## src/hw/pmu_ctrl_regs.svh

```systemverilog
// constants for the measurement unit alarm, reset and interface select logic
// assumes inclusion by the package and the design module only
`ifndef PMU_CTRL_REGS_SVH
`define PMU_CTRL_REGS_SVH
`define NUM_CHANNELS      4
`define TEMP_TRIP_DEFAULT 8'h82
`define CLEAR_BIT_POS     6
// edge count after release at which the strap is read: two synchroniser edges must pass first
`define STRAP_SAMPLE_EDGE 2'h2
`define MEAS_SEL_VOLTAGE  2'h0
`define MEAS_SEL_CURRENT  2'h1
`define MEAS_SEL_TEMP     2'h2
`endif

```

## src/hw/pmu_ctrl_pkg.sv

```systemverilog
// types shared by the measurement unit control logic
// assumes the constants header sits beside it
`include "pmu_ctrl_regs.svh"
package pmu_ctrl_pkg;
	typedef struct packed {
		logic enable;
		logic latched_mode;
		logic guard_en;
		logic clamp_en;
	} alarm_cfg_t;
	typedef struct packed {
		logic [`NUM_CHANNELS-1:0] guard_latched;
		logic [`NUM_CHANNELS-1:0] guard_live;
		logic [`NUM_CHANNELS-1:0] clamp_latched;
		logic [`NUM_CHANNELS-1:0] clamp_live;
		logic                     temp_latched;
		logic                     temp_live;
	} alarm_status_t;
	typedef enum logic [1:0] {
		IF_SERIAL = 2'b01,
		IF_DIFF   = 2'b10
	} if_mode_t;
endpackage

```

## src/hw/pmu_alarm_ctrl.sv

```systemverilog
// alarm latching, open-drain alarm drive, interface select and sense routing
// assumes fault inputs are asynchronous pins and config comes from serial logic on clock
`timescale 1ns/100ps
`default_nettype none
`include "pmu_ctrl_regs.svh"

// Operation
// - thermal alarm latched, active low, over trip
// - latched and live temperature flags
// - latched temperature cleared by bit six write
// - guard clamp alarm disabled after reset
// - control enables alarm, picks latched mode
// - guard and clamp reporting enabled separately
// - per channel latched and live flags
// - low reset returns every node to default
// - select pin low serial, high differential
// - undriven select pin defaults to serial
// - differential mode repurposes comparator output pins
// - shared low sense unless per channel selected
// - measure output mux voltage, current, temperature
// - guard input default; low sense routes high sense
module pmu_alarm_ctrl
	import pmu_ctrl_pkg::*;
(
	input  wire logic                     clock,
	input  wire logic                     rst,
	input  wire logic [7:0]               temperature,
	input  wire logic                     trip_write,
	input  wire logic [7:0]               trip_data,
	input  wire logic                     unit_reg_write,
	input  wire logic [15:0]              unit_reg_data,
	input  wire alarm_cfg_t               alarm_cfg,
	input  wire logic [`NUM_CHANNELS-1:0] guard_fault,
	input  wire logic [`NUM_CHANNELS-1:0] clamp_fault,
	input  wire logic                     if_select_pin,
	input  wire logic [`NUM_CHANNELS-1:0] low_sense_sel,
	input  wire logic [2*`NUM_CHANNELS-1:0] meas_sel,
	output logic                          thermal_alarm_n_o,
	output logic                          thermal_alarm_n_oe,
	output logic                          guard_clamp_alarm_n_o,
	output logic                          guard_clamp_alarm_n_oe,
	output alarm_status_t                 status,
	output if_mode_t                      if_mode,
	output logic                          comparator_pins_diff,
	output logic [`NUM_CHANNELS-1:0]      low_sense_per_channel,
	output logic [`NUM_CHANNELS-1:0]      guard_from_high_sense,
	output logic [2*`NUM_CHANNELS-1:0]    measure_route
);
	// rst is the synchronised, inverted reset pin; asynchronous assertion keeps it level acting
	logic [2*`NUM_CHANNELS:0] sync1_reg, sync2_reg;
	logic [7:0]               trip_reg, trip_next;
	alarm_status_t            status_reg, status_next;
	logic                     gc_out_reg, gc_out_next;
	logic                     sel_reg, sel_next;
	logic                     sel_seen_reg, sel_seen_next, sel_take;
	logic [1:0]               strap_cnt_reg, strap_cnt_next;
	logic [2*`NUM_CHANNELS-1:0] route_reg, route_next;
	logic [`NUM_CHANNELS-1:0] lsense_reg, lsense_next;
	logic                     temp_over, clear_hit, gc_live, gc_latched;
	logic [`NUM_CHANNELS-1:0] g_now, c_now;

	function automatic logic any_alarm(input logic [`NUM_CHANNELS-1:0] g,
		input logic [`NUM_CHANNELS-1:0] c, input alarm_cfg_t cfg);
		any_alarm = (cfg.guard_en & |g) | (cfg.clamp_en & |c);
	endfunction

	// set wins over clear, so a cause still present in the clearing cycle is never lost
	function automatic logic [`NUM_CHANNELS-1:0] latch_flags(
		input logic [`NUM_CHANNELS-1:0] cause,
		input logic [`NUM_CHANNELS-1:0] flags,
		input logic                     clear);
		latch_flags = cause | (flags & {`NUM_CHANNELS{~clear}});
	endfunction

	always_ff @(posedge clock or posedge rst) begin
		if (rst) begin
			sync1_reg <= '0;
			sync2_reg <= '0;
		end else begin
			sync1_reg <= {if_select_pin, clamp_fault, guard_fault};
			sync2_reg <= sync1_reg;
		end
	end

	always_comb begin
		g_now     = sync2_reg[`NUM_CHANNELS-1:0];
		c_now     = sync2_reg[2*`NUM_CHANNELS-1:`NUM_CHANNELS];
		temp_over = temperature > trip_reg;
		clear_hit = unit_reg_write & unit_reg_data[`CLEAR_BIT_POS];
		trip_next = trip_write ? trip_data : trip_reg;
		status_next = status_reg;
		status_next.temp_live   = temp_over;
		status_next.guard_live  = g_now;
		status_next.clamp_live  = c_now;
		// an over-temperature in the clearing cycle keeps the flag set
		status_next.temp_latched = temp_over | (status_reg.temp_latched & ~clear_hit);
		status_next.guard_latched = latch_flags(g_now, status_reg.guard_latched, clear_hit);
		status_next.clamp_latched = latch_flags(c_now, status_reg.clamp_latched, clear_hit);
		gc_live    = any_alarm(g_now, c_now, alarm_cfg);
		gc_latched = any_alarm(status_next.guard_latched, status_next.clamp_latched, alarm_cfg);
		gc_out_next = alarm_cfg.enable & (alarm_cfg.latched_mode ? gc_latched : gc_live);
	end

	always_ff @(posedge clock or posedge rst) begin
		if (rst) begin
			trip_reg   <= `TEMP_TRIP_DEFAULT;
			status_reg <= '0;
			gc_out_reg <= 1'b0;
		end else begin
			trip_reg   <= trip_next;
			status_reg <= status_next;
			gc_out_reg <= gc_out_next;
		end
	end

	// the strap is read once, at the first edge at which the synchroniser holds the pin;
	// later changes of the pin are ignored so a glitching strap cannot swap interfaces
	always_comb begin
		strap_cnt_next = sel_seen_reg ? strap_cnt_reg : strap_cnt_reg + 2'h1;
		sel_take       = ~sel_seen_reg & (strap_cnt_reg == `STRAP_SAMPLE_EDGE);
		sel_next       = sel_take ? sync2_reg[2*`NUM_CHANNELS] : sel_reg;
		sel_seen_next  = sel_seen_reg | sel_take;
	end

	always_ff @(posedge clock or posedge rst) begin
		if (rst) begin
			strap_cnt_reg <= 2'h0;
			sel_reg       <= 1'b0;
			sel_seen_reg  <= 1'b0;
		end else begin
			strap_cnt_reg <= strap_cnt_next;
			sel_reg       <= sel_next;
			sel_seen_reg  <= sel_seen_next;
		end
	end

	// routing selections only pass a register; the analog switches follow these bits
	always_comb begin
		route_next  = meas_sel;
		lsense_next = low_sense_sel;
	end

	always_ff @(posedge clock or posedge rst) begin
		if (rst) begin
			route_reg  <= '0;
			lsense_reg <= '0;
		end else begin
			route_reg  <= route_next;
			lsense_reg <= lsense_next;
		end
	end

	always_comb begin
		thermal_alarm_n_o      = 1'b0;
		thermal_alarm_n_oe     = status_reg.temp_latched;
		guard_clamp_alarm_n_o  = 1'b0;
		guard_clamp_alarm_n_oe = gc_out_reg;
		status                 = status_reg;
		if_mode                = sel_reg ? IF_DIFF : IF_SERIAL;
		comparator_pins_diff   = sel_reg;
		low_sense_per_channel  = lsense_reg;
		guard_from_high_sense  = lsense_reg;
		measure_route          = route_reg;
	end

	// every check samples on the one clock and is quiet while reset is applied
	a_temp_latch: assert property (@(posedge clock) disable iff (rst)
		status_reg.temp_live |-> thermal_alarm_n_oe)
		else $error("temp alarm not latched");
	a_temp_hold: assert property (@(posedge clock) disable iff (rst)
		thermal_alarm_n_oe && !clear_hit |=> thermal_alarm_n_oe)
		else $error("temp alarm dropped");
	a_temp_clear: assert property (@(posedge clock) disable iff (rst)
		clear_hit && !temp_over |=> !thermal_alarm_n_oe)
		else $error("temp alarm not cleared");
	a_temp_live: assert property (@(posedge clock) disable iff (rst)
		temp_over |=> status_reg.temp_live && status_reg.temp_latched)
		else $error("temp flags not set");
	a_temp_cool: assert property (@(posedge clock) disable iff (rst)
		!temp_over |=> !status_reg.temp_live)
		else $error("live temp flag stuck");
	a_gc_disabled: assert property (@(posedge clock) disable iff (rst)
		!alarm_cfg.enable |=> !guard_clamp_alarm_n_oe)
		else $error("disabled alarm drives");
	a_gc_live: assert property (@(posedge clock) disable iff (rst)
		alarm_cfg.enable && !alarm_cfg.latched_mode && gc_live |=> guard_clamp_alarm_n_oe)
		else $error("live alarm missing");
	a_gc_latched: assert property (@(posedge clock) disable iff (rst)
		alarm_cfg.enable && alarm_cfg.latched_mode && alarm_cfg.guard_en && !clear_hit &&
		(status_reg.guard_latched != '0) |=> guard_clamp_alarm_n_oe)
		else $error("latched alarm missing");
	a_gc_mask: assert property (@(posedge clock) disable iff (rst)
		!alarm_cfg.guard_en && !alarm_cfg.clamp_en |=> !guard_clamp_alarm_n_oe)
		else $error("masked alarm drives");
	a_flag_live: assert property (@(posedge clock) disable iff (rst)
		$rose(sync2_reg[0]) |=> status_reg.guard_live[0] && status_reg.guard_latched[0])
		else $error("guard flag missing");
	a_clamp_flag: assert property (@(posedge clock) disable iff (rst)
		$rose(c_now[0]) |=> status_reg.clamp_live[0] && status_reg.clamp_latched[0])
		else $error("clamp flag missing");
	a_gc_clear: assert property (@(posedge clock) disable iff (rst)
		clear_hit && (g_now == '0) && (c_now == '0) |=>
		(status_reg.guard_latched == '0) && (status_reg.clamp_latched == '0))
		else $error("fault flags not cleared");
	a_sel_fixed: assert property (@(posedge clock) disable iff (rst)
		sel_seen_reg |=> $stable(sel_reg))
		else $error("select changed after strap");
	a_strap_take: assert property (@(posedge clock) disable iff (rst)
		sel_take |=> sel_reg == $past(sync2_reg[2*`NUM_CHANNELS]))
		else $error("strap not taken");
	a_serial_default: assert property (@(posedge clock) disable iff (rst)
		!sel_reg |-> if_mode == IF_SERIAL)
		else $error("serial mode missing");
	a_diff_pins: assert property (@(posedge clock) disable iff (rst)
		comparator_pins_diff == (if_mode == IF_DIFF))
		else $error("pin role mismatch");
	a_low_sense: assert property (@(posedge clock) disable iff (rst)
		1'b1 |=> low_sense_per_channel == $past(low_sense_sel) && guard_from_high_sense == $past(low_sense_sel))
		else $error("low sense routing wrong");
	a_meas_route: assert property (@(posedge clock) disable iff (rst)
		1'b1 |=> measure_route == $past(meas_sel))
		else $error("measure routing wrong");
	a_od_level: assert property (@(posedge clock) disable iff (rst)
		!thermal_alarm_n_o && !guard_clamp_alarm_n_o)
		else $error("open drain drives high");

	c_temp_trip: cover property (@(posedge clock) disable iff (rst) $rose(thermal_alarm_n_oe));
	c_temp_clear: cover property (@(posedge clock) disable iff (rst) $fell(thermal_alarm_n_oe));
	c_gc_latched: cover property (@(posedge clock) disable iff (rst)
		alarm_cfg.latched_mode && !gc_live && guard_clamp_alarm_n_oe);
	c_diff_mode: cover property (@(posedge clock) disable iff (rst) sel_seen_reg && sel_reg);
	c_clamp_alarm: cover property (@(posedge clock) disable iff (rst)
		alarm_cfg.clamp_en && (status_reg.clamp_latched != '0) && guard_clamp_alarm_n_oe);
endmodule // pmu_alarm_ctrl
`default_nettype wire

```

## config.mk

```make
export PLATFORM = sky130hd
export DESIGN_NAME = pmu_alarm_ctrl
export DESIGN_NICKNAME = d
export VERILOG_FILES = /design/src/hw/pmu_ctrl_pkg.sv /design/src/hw/pmu_alarm_ctrl.sv
export VERILOG_INCLUDE_DIRS = /design/src /design/src/hw
export SDC_FILE = /design/constraint.sdc
export NUM_CORES = 1
export LEC_CHECK = 0
export ABC_AREA = 1
export BUFFER_PORTS_ARGS = -buffer_cell sky130_fd_sc_hd__buf_2
export CAP_MARGIN = 10
export CORE_UTILIZATION = 49
export DETAILED_ROUTE_END_ITERATION = 8
export PLACE_DENSITY = 0.84
export SYNTH_ARGS = -nofsm -noshare
export SYNTH_HDL_FRONTEND = slang
export SYNTH_SLANG_ARGS = --single-unit
```

## constraint.sdc

```tcl
create_clock -name clock -period 3.4 [get_ports clock]
set_input_delay 0.17 -clock clock [delete_from_list [all_inputs] [get_ports clock]]
set_output_delay 0.17 -clock clock [all_outputs]
set_load 0.03 [all_outputs]
```

-- Word-level counts from Yosys, hierarchy flattened
Index checks and enable logic that the tools add are counted.
- register bits: 61
- bits in latches: 0
- memory bits (writable): 0
- bits in read-only memories: 0
- bits of input ports: 61
- output and inout bits: 41
- word-level logic and storage cells: 42
- memories: 0
- $add $sub $neg: 1
- multiply operators: 0
- div/mod/pow operators: 0
- $lt $le $gt $ge: 1
- equality and inequality tests: 1
- shifts and indexed selects: 0
- mux-type cells: 2
- bitwise gates (word level): 18
- reductions and logical operators: 4
- operators by type and width (kind ; count):
    $reduce_or A4 Y1 ; 4
    $and A1 B1 Y1 ; 8
    $and A4 B4 Y4 ; 2
    $gt A8 B8 Y1 ; 1
    $or A4 B4 Y4 ; 2
    $or A1 B1 Y1 ; 4
    $add A2 B1 Y2 const B ; 1
    $eq A2 B2 Y1 const B ; 1
    $mux W2 ; 1
    $not A1 Y1 ; 2
    $mux W1 ; 1

-- Logic depth before layout (Yosys ltp)
Gate-level depths: netlist (run 1).
- depth in word-level cells: 9
- gate-level depth with buffers: 10
- gate-level depth less buffers: 10

-- Least setup slack after synthesis (run 1)
OpenSTA, ideal clock, no wires.
- kind: reg-to-reg
- start: register trip_reg[1]
- end: register status_reg (netlist bit thermal_alarm_n_oe)
- setup time: 0.118 ns
- arrival time: 1.253 ns
- data required time: 3.282 ns
- slack: 2.029 ns
- cell stages (with the launch flop): 11
- path buffers: 0
- clock period less this slack: 1.371 ns
- cell sequence: dfstp_2 inv_1 ha_1 inv_1 nor2_1 o21ai_0 nand2_1 nand2_1 nand2_1 nand2_1 nand2_1
- RTL lines (item ; line ; source):
    from (decl) ; pmu_alarm_ctrl.sv:51 ; logic [7:0] trip_reg, trip_next;
    from (signal assigned) ; pmu_alarm_ctrl.sv:106 ; trip_reg <= `TEMP_TRIP_DEFAULT;
    from (signal assigned) ; pmu_alarm_ctrl.sv:110 ; trip_reg <= trip_next;
    to (signal assigned) ; pmu_alarm_ctrl.sv:111 ; status_reg <= status_next;
    to (decl) ; pmu_alarm_ctrl.sv:52 ; alarm_status_t status_reg, status_next;

==> results of run 1 <==
## how the worst max path moves through the flow
| stage | startpoint | endpoint | slack (ps) | depth (start not counted) |
|---|---|---|---|---|
| 6_report | trip_reg[1] | thermal_alarm_n_oe | 1920 | 10 |
| 5_1_grt | trip_reg[1] | thermal_alarm_n_oe | 1820 | 10 |
| 4_1_cts | trip_reg[1] | thermal_alarm_n_oe | 1910 | 10 |
| 3_5_place_dp | trip_reg[1] | thermal_alarm_n_oe | 1940 | 10 |
| 3_3_place_gp | trip_reg[1] | thermal_alarm_n_oe | 1960 | 10 |
| 2_1_floorplan | rst | comparator_pins_diff | 1720 | 1 |
## critical path: stages (launching register included)
cell	delay, ps
dfstp_2	510
inv_1	40
ha_1	290
inv_1	60
nor2_1	40
o21ai_0	140
nand2_1	70
nand2_1	60
nand2_1	40
nand2_1	70
nand2_1	50
## repair_timing
item	4_1_cts	5_1_grt
hold buffers	22	0
endpoints found under the hold margin	53	0
resized for setup	0	0
## per-layer routing
| layer | part of all wire, % | global-route usage [%] | vias to the layer above |
|---|---|---|---|
| li1 | - | - | 757 |
| met1 | 41 | 22.01 | 708 |
| met2 | 51 | 33.17 | 60 |
| met3 | 6.3 | 8.333 | 7 |
| met4 | 1.5 | 10.16 | 0 |
| met5 | 0 | 0 | - |
## cells by family (layout without fill, tap and decap cells)
family,after synthesis,in the layout,synth area share (%)
muxes,1,1,0.5291
other,1,2,0.1762
AOI/OAI and AO/OA,15,15,3.645
buffers and inverters,35,149,7.642
and+or+nand+nor,55,55,10.46
DFF,61,61,71.84
xor gates and xnor gates,1,1,0.4116
adders and majority gates,9,9,5.291
## metrics by stage
step                instances  worst slack [ps]  power [mW]
floorplan                 179              1720      0.9319
global placement          305              1961      0.9911
detailed placement        305              1937      0.9982
CTS                       343              1912       1.719
global route              343              1823       1.784
finish                    343              1921       1.701
## cell type report
cell class / instances / area [um^2] / area share [%]
Multi-Input combinational cell: 83 / 440.4 / 14.64
Sequential cell: 61 / 1529 / 50.83
Tap cell: 50 / 62.56 / 2.080
Timing Repair Buffer: 107 / 648.1 / 21.55
Inverter: 26 / 97.59 / 3.245
Clock buffer: 14 / 192.7 / 6.406
Clock inverter: 2 / 37.54 / 1.248
## power groups by stage
| stage | Clock [mW] | Combinational (mW) | Sequential, mW |
|---|---|---|---|
| 2_1_floorplan | 0 | 0.0846 | 0.847 |
| 3_3_place_gp | 0 | 0.194 | 0.797 |
| 3_5_place_dp | 0 | 0.199 | 0.800 |
| 4_1_cts | 0.714 | 0.219 | 0.786 |
| 5_1_grt | 0.750 | 0.243 | 0.791 |
| 6_report | 0.698 | 0.218 | 0.786 |
## layout by cell type (no fill, tap or decap), drive strengths merged
master	Yosys	layout
a21oi	4	4
buf	9	85
bufinv	0	1
clkbuf	0	14
clkinvlp	0	1
conb	1	2
dfrtp	59	59
dfstp	2	2
dlygate4sd3	0	22
ha	9	9
inv	26	26
mux2	1	1
nand2	42	42
nand3	3	3
nand4	2	2
nor2	7	7
o21a	1	1
o21ai	10	10
or2	1	1
xnor2	1	1
==> metrics.md, run 1 <==
| Metric | Value |
|---|---|
| Net Sw Frac | 24.23% |
| Worst setup EP type | flip-flop |
| RSZ-0062 raised after global routing | false |
| Switch Pwr | 0.4122 mW |
| Clock Latency Late Sink | 320 ps |
| Worst Hold Launch | trip_data[3] |
| Synth Instances | 178 |
| Number of max-cap violations | 0 |
| # IOs | 102 |
| H-tree levels | 3 |
| Top cells by area, synth | dfrtp_1, nand2_1, ha_1, inv_1, buf_4 |
| Ys async rst share | 100.0% |
| Most frequent cell after synthesis | dfrtp_1 |
| Detailed-router iteration count before antenna repair | 4 |
| Tmin final | 1479 ps |
| Initial antenna violation count | 0 |
| ANT cells | 0 |
| Layout fillers | 294 |
| Routability cong. | 0.7774 |
| Final WL | 3881 um |
| Hold crit path type | input pin to flip-flop |
| Crit-path max FO | 2 |
| Die height | 67.91 um |
| Post-synth EDFFs | 0 |
| Core area | 4086 um^2 |
| First-pass GRT wire length | 6354 um |
| Wire per inst | 11.31 um |
| Netlist Area Pre-Place | 2128 um^2 |
| Final TNS setup | 0 ps |
| Actual slew at the worst max-slew pin | 700.2 ps |
| Seq cells post-synth | 61 |
| Worst r2r src | trip_reg[1] |
| WHS Endpoint | trip_reg[3] |
| Lkg Pwr | 1.607 nW |
| CTS Buf Count | 9 |
| Yosys warns | 0 |
| Area of the die | 4611 um^2 |
| Setup Viol. Count Final | 0 |
| CTS clk-pin slew, worst paths | 60 ps |
| Final Util | 73.61% |
| Startpoint type of the worst setup path | flip-flop |
| Max FFs per register | 17 |
| Maximum VDD drop | 0.0003847 V |
| CTS tree | built |
| Total grt overflow | 0 |
| Critical Path RT | 3610 ps |
| Seq pwr share | 46.2% |
| Yosys top cell area share | 69.37% |
| Pwr Density | 565.6 nW/um^2 |
| I/O Buffers | 84 |
| Die width | 67.91 um |
| Maximum clock insertion buffer count | 2 |
| Via count | 1,532 |
| Sequential fraction of the synthesis area | 71.84% |
| Gate power share | 12.8% |
| Clk pwr share | 41.0% |
| Pins Over Slew Limit | 0 |
| Design area | 3008 um^2 |
| All-Layer GR Usage | 20.03% |
| Final ANT Viol Nets | 0 |
| Top cells by count, synth | dfrtp_1, nand2_1, inv_1 |
| DRC | 0 |
| Post-placement cell area | 2557 um^2 |
| R2R setup slack | 1920 ps |
| Vias in the first global route | 1,489 |
| Hold depth | 3 |
| Root buffer cell | clkbuf_8 |
| Max Clock Skew | 8.060 ps |
| Vias/cell | 4.466 |
| Worst Path Arrival | 1690 ps |
| Yosys top cell by area | dfrtp_1 |
| Worst slew margin | 53.25% |
| Fin nets | 358 |
| FMAX | 676.0 MHz |
| Period utilization | 43.51% |
| Setup Buffers After CTS | 0 |
| Number of hold violations in the final report | 0 |
| Syn_area_per_cell | 11.96 um^2 |
| Row count | 23 |
| Status | completed |
| Final HPWL DP | 2587 um |
| Leading register cell type out of synthesis | dfrtp_1 |
| Crit path kind | flip-flop to flip-flop |
| Internal | 1.289 mW |
| Initial Utilization | 52.08% |
| Clk sinks | 61 |
| Share of cells above drive strength 1 | 36.86% |
| Hold slack | 51.17 ps |
| Worst r2r dst | thermal_alarm_n_oe |
| DRT iter0 DRCs | 44 |
| Worst R2R Path Depth | 10 |
| Area Overhead vs Synth | 41.33% |
| Largest net degree at the start of global routing | 36 |
| Synth unique cells | 18 |
Note: power is estimated with default switching activity, not from simulation.
==> run 2, diff against run 1 <==
--- a/config.mk
+++ b/config.mk
@@ -9,9 +9,9 @@
 export ABC_AREA = 1
 export BUFFER_PORTS_ARGS = -buffer_cell sky130_fd_sc_hd__buf_2
 export CAP_MARGIN = 10
-export CORE_UTILIZATION = 49
+export CORE_UTILIZATION = 41
 export DETAILED_ROUTE_END_ITERATION = 8
-export PLACE_DENSITY = 0.84
+export PLACE_DENSITY = 0.75
 export SYNTH_ARGS = -nofsm -noshare
 export SYNTH_HDL_FRONTEND = slang
 export SYNTH_SLANG_ARGS = --single-unit
==> constraint.sdc (replaced) <==
create_clock -name clock -period 1.2 [get_ports clock]
set_input_delay 0.06 -clock clock [delete_from_list [all_inputs] [get_ports clock]]
set_output_delay 0.06 -clock clock [all_outputs]
set_load 0.03 [all_outputs]
==> metrics.md, run 2 (synthesis results as in run 1) <==
| Metric | Value |
|---|---|
| FMAX | 733.4 MHz |
| Core area | 4848 um^2 |
| CP delay by family, top | flip-flops |
| Area of the die | 5483 um^2 |
| Crit-path cells | inv_2 > ha_4 > a21oi_2 > o21a_1 > nand2_1 > nand2_1 > nand2_1 |
| Die height | 74.05 um |
| Vias in the first global route | 1,618 |
| Final HPWL DP | 2660 um |
| Worst r2r dst | thermal_alarm_n_oe |
| Pins Over Slew Limit | 0 |
| Number of hold violations in the final report | 0 |
| Die width | 74.05 um |
| Tmin final | 1364 ps |
| Final WL | 4238 um |
| CP Buf/Inv Count | 1 |
| Hold depth | 5 |
| PnR worst setup slack | -163.6 ps |
| CTS Buf Count | 9 |
| Most Frequent Cell on Critical Path | nand2_1 |
| Maximum VDD drop | 0.0009932 V |
| First-pass GRT wire length | 6900 um |
| Non-Filler Instances | 369 |
| ANT cells | 0 |
| DRC | 0 |
| Final ANT Viol Nets | 0 |
| Pwr Density | 1611 nW/um^2 |
| Max Clock Skew | 10.61 ps |
| Worst setup EP type | flip-flop |
| Root buffer cell | clkbuf_8 |
| Status | finished with violations |
| Setup Viol. Count Final | 2 |
| Design area | 3177 um^2 |
| Hold crit path type | input pin to flip-flop |
| Worst R2R Path Depth | 7 |
| Critical Path RT | 1410 ps |
| CTS tree | built |
| Number of max-cap violations | 0 |
| Vias/cell | 4.206 |
| Crit-path max FO | 2 |
| Initial Utilization | 43.90% |
| H-tree levels | 3 |
| Routability cong. | 0.8548 |
| RSZ-0062 raised after global routing | true |
| Design Power | 5.118 mW |
| Hold slack | 12.35 ps |
| Clock Latency Late Sink | 330 ps |
| WHS Endpoint | guard_clamp_alarm_n_oe |
| Total grt overflow | 0 |
| Crit path kind | flip-flop to flip-flop |
| Detailed-router iteration count before antenna repair | 4 |
| Worst Hold Launch | alarm_cfg[3] |
| Lkg Pwr | 1.641 nW |
| Initial antenna violation count | 0 |
| All-Layer GR Usage | 17.42% |
| Area Overhead vs Synth | 49.27% |
| Fin nets | 367 |
| Clk sinks | 61 |
| Wire per inst | 11.49 um |
| Period utilization | 113.6% |
| Via count | 1,552 |
| Final Util | 65.52% |
| Dpl ws | -172.6 ps |
| Final TNS setup | -301.5 ps |
| Placed Cells | 322 |
| DRT iter0 DRCs | 39 |
| Worst Path Arrival | 1570 ps |
| Layout fillers | 376 |
| Worst r2r src | trip_reg[7] |
| Most common cell after layout, fill and taps aside | buf_2 |
| Maximum clock insertion buffer count | 2 |
| CTS clk-pin slew, worst paths | 70 ps |
| # IOs | 102 |
| Failing checks | negative setup slack |
| Critical Path Max Stage Delay | 530 ps |
| Most frequent cells in the layout | buf_2, dfrtp_1, nand2_1 |
| R2R setup slack | -160 ps |
| CP max-delay cell | dfstp_2 |
| Share of cells above drive strength 1 | 38.08% |
| Post-placement cell area | 2620 um^2 |
| Row count | 25 |
| Startpoint type of the worst setup path | flip-flop |
| Max FFs per register | 17 |
| Largest net degree at the start of global routing | 62 |
| I/O Buffers | 84 |
run 2: routing by layer:
layer  global-route usage (%)  up-vias  share of wire [%]
li1                         -      774                  -
met1                    18.80      710                 42
met2                    31.31       61                 51
met3                    5.827        7                5.7
met4                    7.051        0                1.4
met5                        0        -                  0
run 2: what timing repair did:
action                     CTS  global route
setup endpoints to repair    2             3
gates resized for setup      1             1
pin swaps                    2             0
buffers inserted             1             0
hold buffers                30             0
hold endpoints to repair    88             0
run 2: worst max-delay path by stage:
stage | start | endpoint | slack (ps) | cells past startpoint
finish | trip_reg[7] | thermal_alarm_n_oe | -160 | 7
CTS | trip_reg[7] | thermal_alarm_n_oe | -170 | 7
global placement | trip_reg[1] | thermal_alarm_n_oe | -130 | 10
detailed placement | trip_reg[1] | thermal_alarm_n_oe | -170 | 10
floorplan | trip_reg[1] | thermal_alarm_n_oe | -100 | 10
global route | trip_reg[1] | thermal_alarm_n_oe | -260 | 10
run 2: layout make-up:
| cell class | instances | area, um^2 | share of cell area, % |
|---|---|---|---|
| Tap cell | 67 | 83.83 | 2.639 |
| Timing Repair Buffer | 116 | 748.2 | 23.55 |
| Sequential cell | 61 | 1529 | 48.13 |
| Inverter | 26 | 101.3 | 3.190 |
| Clock buffer | 9 | 123.9 | 3.899 |
| Clock inverter | 7 | 121.4 | 3.820 |
| Multi-Input combinational cell | 83 | 469.2 | 14.77 |
run 2: power by group:
group / internal [mW] / switching (mW)
Sequential: 2.18 / 0.0434
Combinational: 0.264 / 0.413
Clock: 1.39 / 0.832
run 2: worst reg2reg max path, cell delays in order, from the launching register on:
cell     delay, ps
dfstp_2        530
inv_2           40
ha_4           230
a21oi_2        130
o21a_1         150
nand2_1         50
nand2_1         70
nand2_1         50
==> run 3, diff against run 2 <==
--- a/config.mk
+++ b/config.mk
@@ -11,7 +11,7 @@
 export CAP_MARGIN = 10
 export CORE_UTILIZATION = 41
 export DETAILED_ROUTE_END_ITERATION = 8
-export PLACE_DENSITY = 0.75
+export PLACE_DENSITY = 0.71
 export SYNTH_ARGS = -nofsm -noshare
 export SYNTH_HDL_FRONTEND = slang
 export SYNTH_SLANG_ARGS = --single-unit
==> metrics.md, run 3 (synthesis results as in run 1) <==
| Metric | Value |
|---|---|
| Die width | 74.05 um |
| Final WL | 3945 um |
| DRC | 0 |
| Hold crit path type | input pin to flip-flop |
| Vias/cell | 4.211 |
| Pins Over Slew Limit | 0 |
| Total grt overflow | 0 |
| All-Layer GR Usage | 16.03% |
| Tmin final | 1342 ps |
| Worst setup EP type | flip-flop |
| Fin nets | 366 |
| Number of max-cap violations | 0 |
| RSZ-0062 raised after global routing | true |
| Crit-path max FO | 2 |
| Row count | 25 |
| Most frequent cells in the layout | buf_2, dfrtp_1, nand2_1 |
| # IOs | 102 |
| H-tree levels | 3 |
| Core area | 4848 um^2 |
| Clk sinks | 61 |
| Setup Buffers After CTS | 0 |
| Clock Latency Late Sink | 320 ps |
| Most common cell after layout, fill and taps aside | buf_2 |
| Max FFs per register | 17 |
| Share of cells above drive strength 1 | 38.59% |
| Failing checks | negative setup slack |
| I/O Buffers | 84 |
| Pwr Density | 1402 nW/um^2 |
| Maximum VDD drop | 0.0008300 V |
| Final TNS setup | -275.2 ps |
| FMAX | 745.1 MHz |
| First-pass GRT wire length | 6292 um |
| Register area | 1529 um^2 |
| Initial antenna violation count | 0 |
| Lkg Pwr | 1.608 nW |
| Via count | 1,537 |
| Number of hold violations in the final report | 0 |
| Area Overhead vs Synth | 45.03% |
| DRT iter0 DRCs | 26 |
| PnR worst setup slack | -142.0 ps |
| Die height | 74.05 um |
| CTS tree | built |
| Final HPWL DP | 2623 um |
| Critical Path RT | 1410 ps |
| Initial Utilization | 43.90% |
| CTS Buf Count | 9 |
| Startpoint type of the worst setup path | flip-flop |
| ANT cells | 0 |
| Design Power | 4.329 mW |
| Status | finished with violations |
| Crit path kind | flip-flop to flip-flop |
| Layout fillers | 387 |
| Final ANT Viol Nets | 0 |
| Worst Path Arrival | 1550 ps |
| Multi-input gate area | 479.2 um^2 |
| Setup Viol. Count Final | 2 |
| Maximum clock insertion buffer count | 2 |
| Wire per inst | 10.81 um |
| Period utilization | 111.8% |
| Largest net degree at the start of global routing | 62 |
| Area of the die | 5483 um^2 |
| CTS clk-pin slew, worst paths | 60 ps |
| Routability cong. | 0.7100 |
| Root buffer cell | clkbuf_8 |
| Detailed-router iteration count before antenna repair | 4 |
| Max Clock Skew | 3.551 ps |
| Vias in the first global route | 1,458 |
| Final Util | 63.66% |
## run 3: path summary, 6_finish.rpt
check / slack (ps) / depth (start not counted) / from / endpoint
max: -140 / 10 / trip_reg[1] / thermal_alarm_n_oe
min: 20 / 4 / alarm_cfg[2] / guard_clamp_alarm_n_oe
max reg2reg: -140 / 10 / trip_reg[1] / thermal_alarm_n_oe
min reg2reg: 350 / 0 / sync1_reg[8] / sync2_reg[8]
max in group asynchronous: 540 / 4 / rst / trip_reg[1]
min in group asynchronous: 370 / 4 / rst / status[13]
## run 3: cell type report
type / instances / share of cell area [%]
inverters: 26 / 3.283
flip-flops and latches: 61 / 49.53
multi-input cells: 83 / 15.52
clock buffers: 10 / 4.459
repair buffers: 115 / 24.00
well taps: 67 / 2.716
clock inverters: 3 / 0.4864
## run 3: critical path: stages, from the launching register on
cell	delay [ps]
dfstp_2	520
inv_2	40
ha_4	210
inv_2	50
nor2_2	30
o21ai_1	100
nand2_1	60
nand2_1	50
nand2_1	60
nand2_2	60
nand2_1	50
## run 3: report_power, final
group / switching (mW) / internal (mW) / leakage [nW] / total (mW)
Clock: 0.671 / 0.758 / 0.0836 / 1.43
Combinational: 0.410 / 0.264 / 0.836 / 0.674
Sequential: 0.0420 / 2.18 / 0.688 / 2.23
Total: 1.12 / 3.21 / 1.61 / 4.33
## run 3: stage by stage
stage	worst slack [ps]	std cells	area, um^2	hold slack, ps
6_report	-142.0	365	3087	19.51
5_1_grt	-234.2	365	3087	39.36
4_1_cts	-153.5	365	3078	1.378
3_5_place_dp	-165.1	322	2620	166.7
3_3_place_gp	-133.5	322	2620	159.4
2_1_floorplan	-100.5	179	2161	91.43
## run 3: routing by layer
metal / vias up / global-route usage, % / routed length, um
met5: - / 0 / 0
met1: 708 / 18.49 / 1620
met3: 8 / 4.201 / 177
li1: 773 / - / -
met4: 0 / 10.26 / 87
met2: 48 / 26.57 / 2059
## run 3: repair_timing
item,CTS,global route
setup endpoints to repair,2,2
pin swaps,6,4
endpoints found under the hold margin,88,0
resized for setup,2,3
hold buffers,30,0
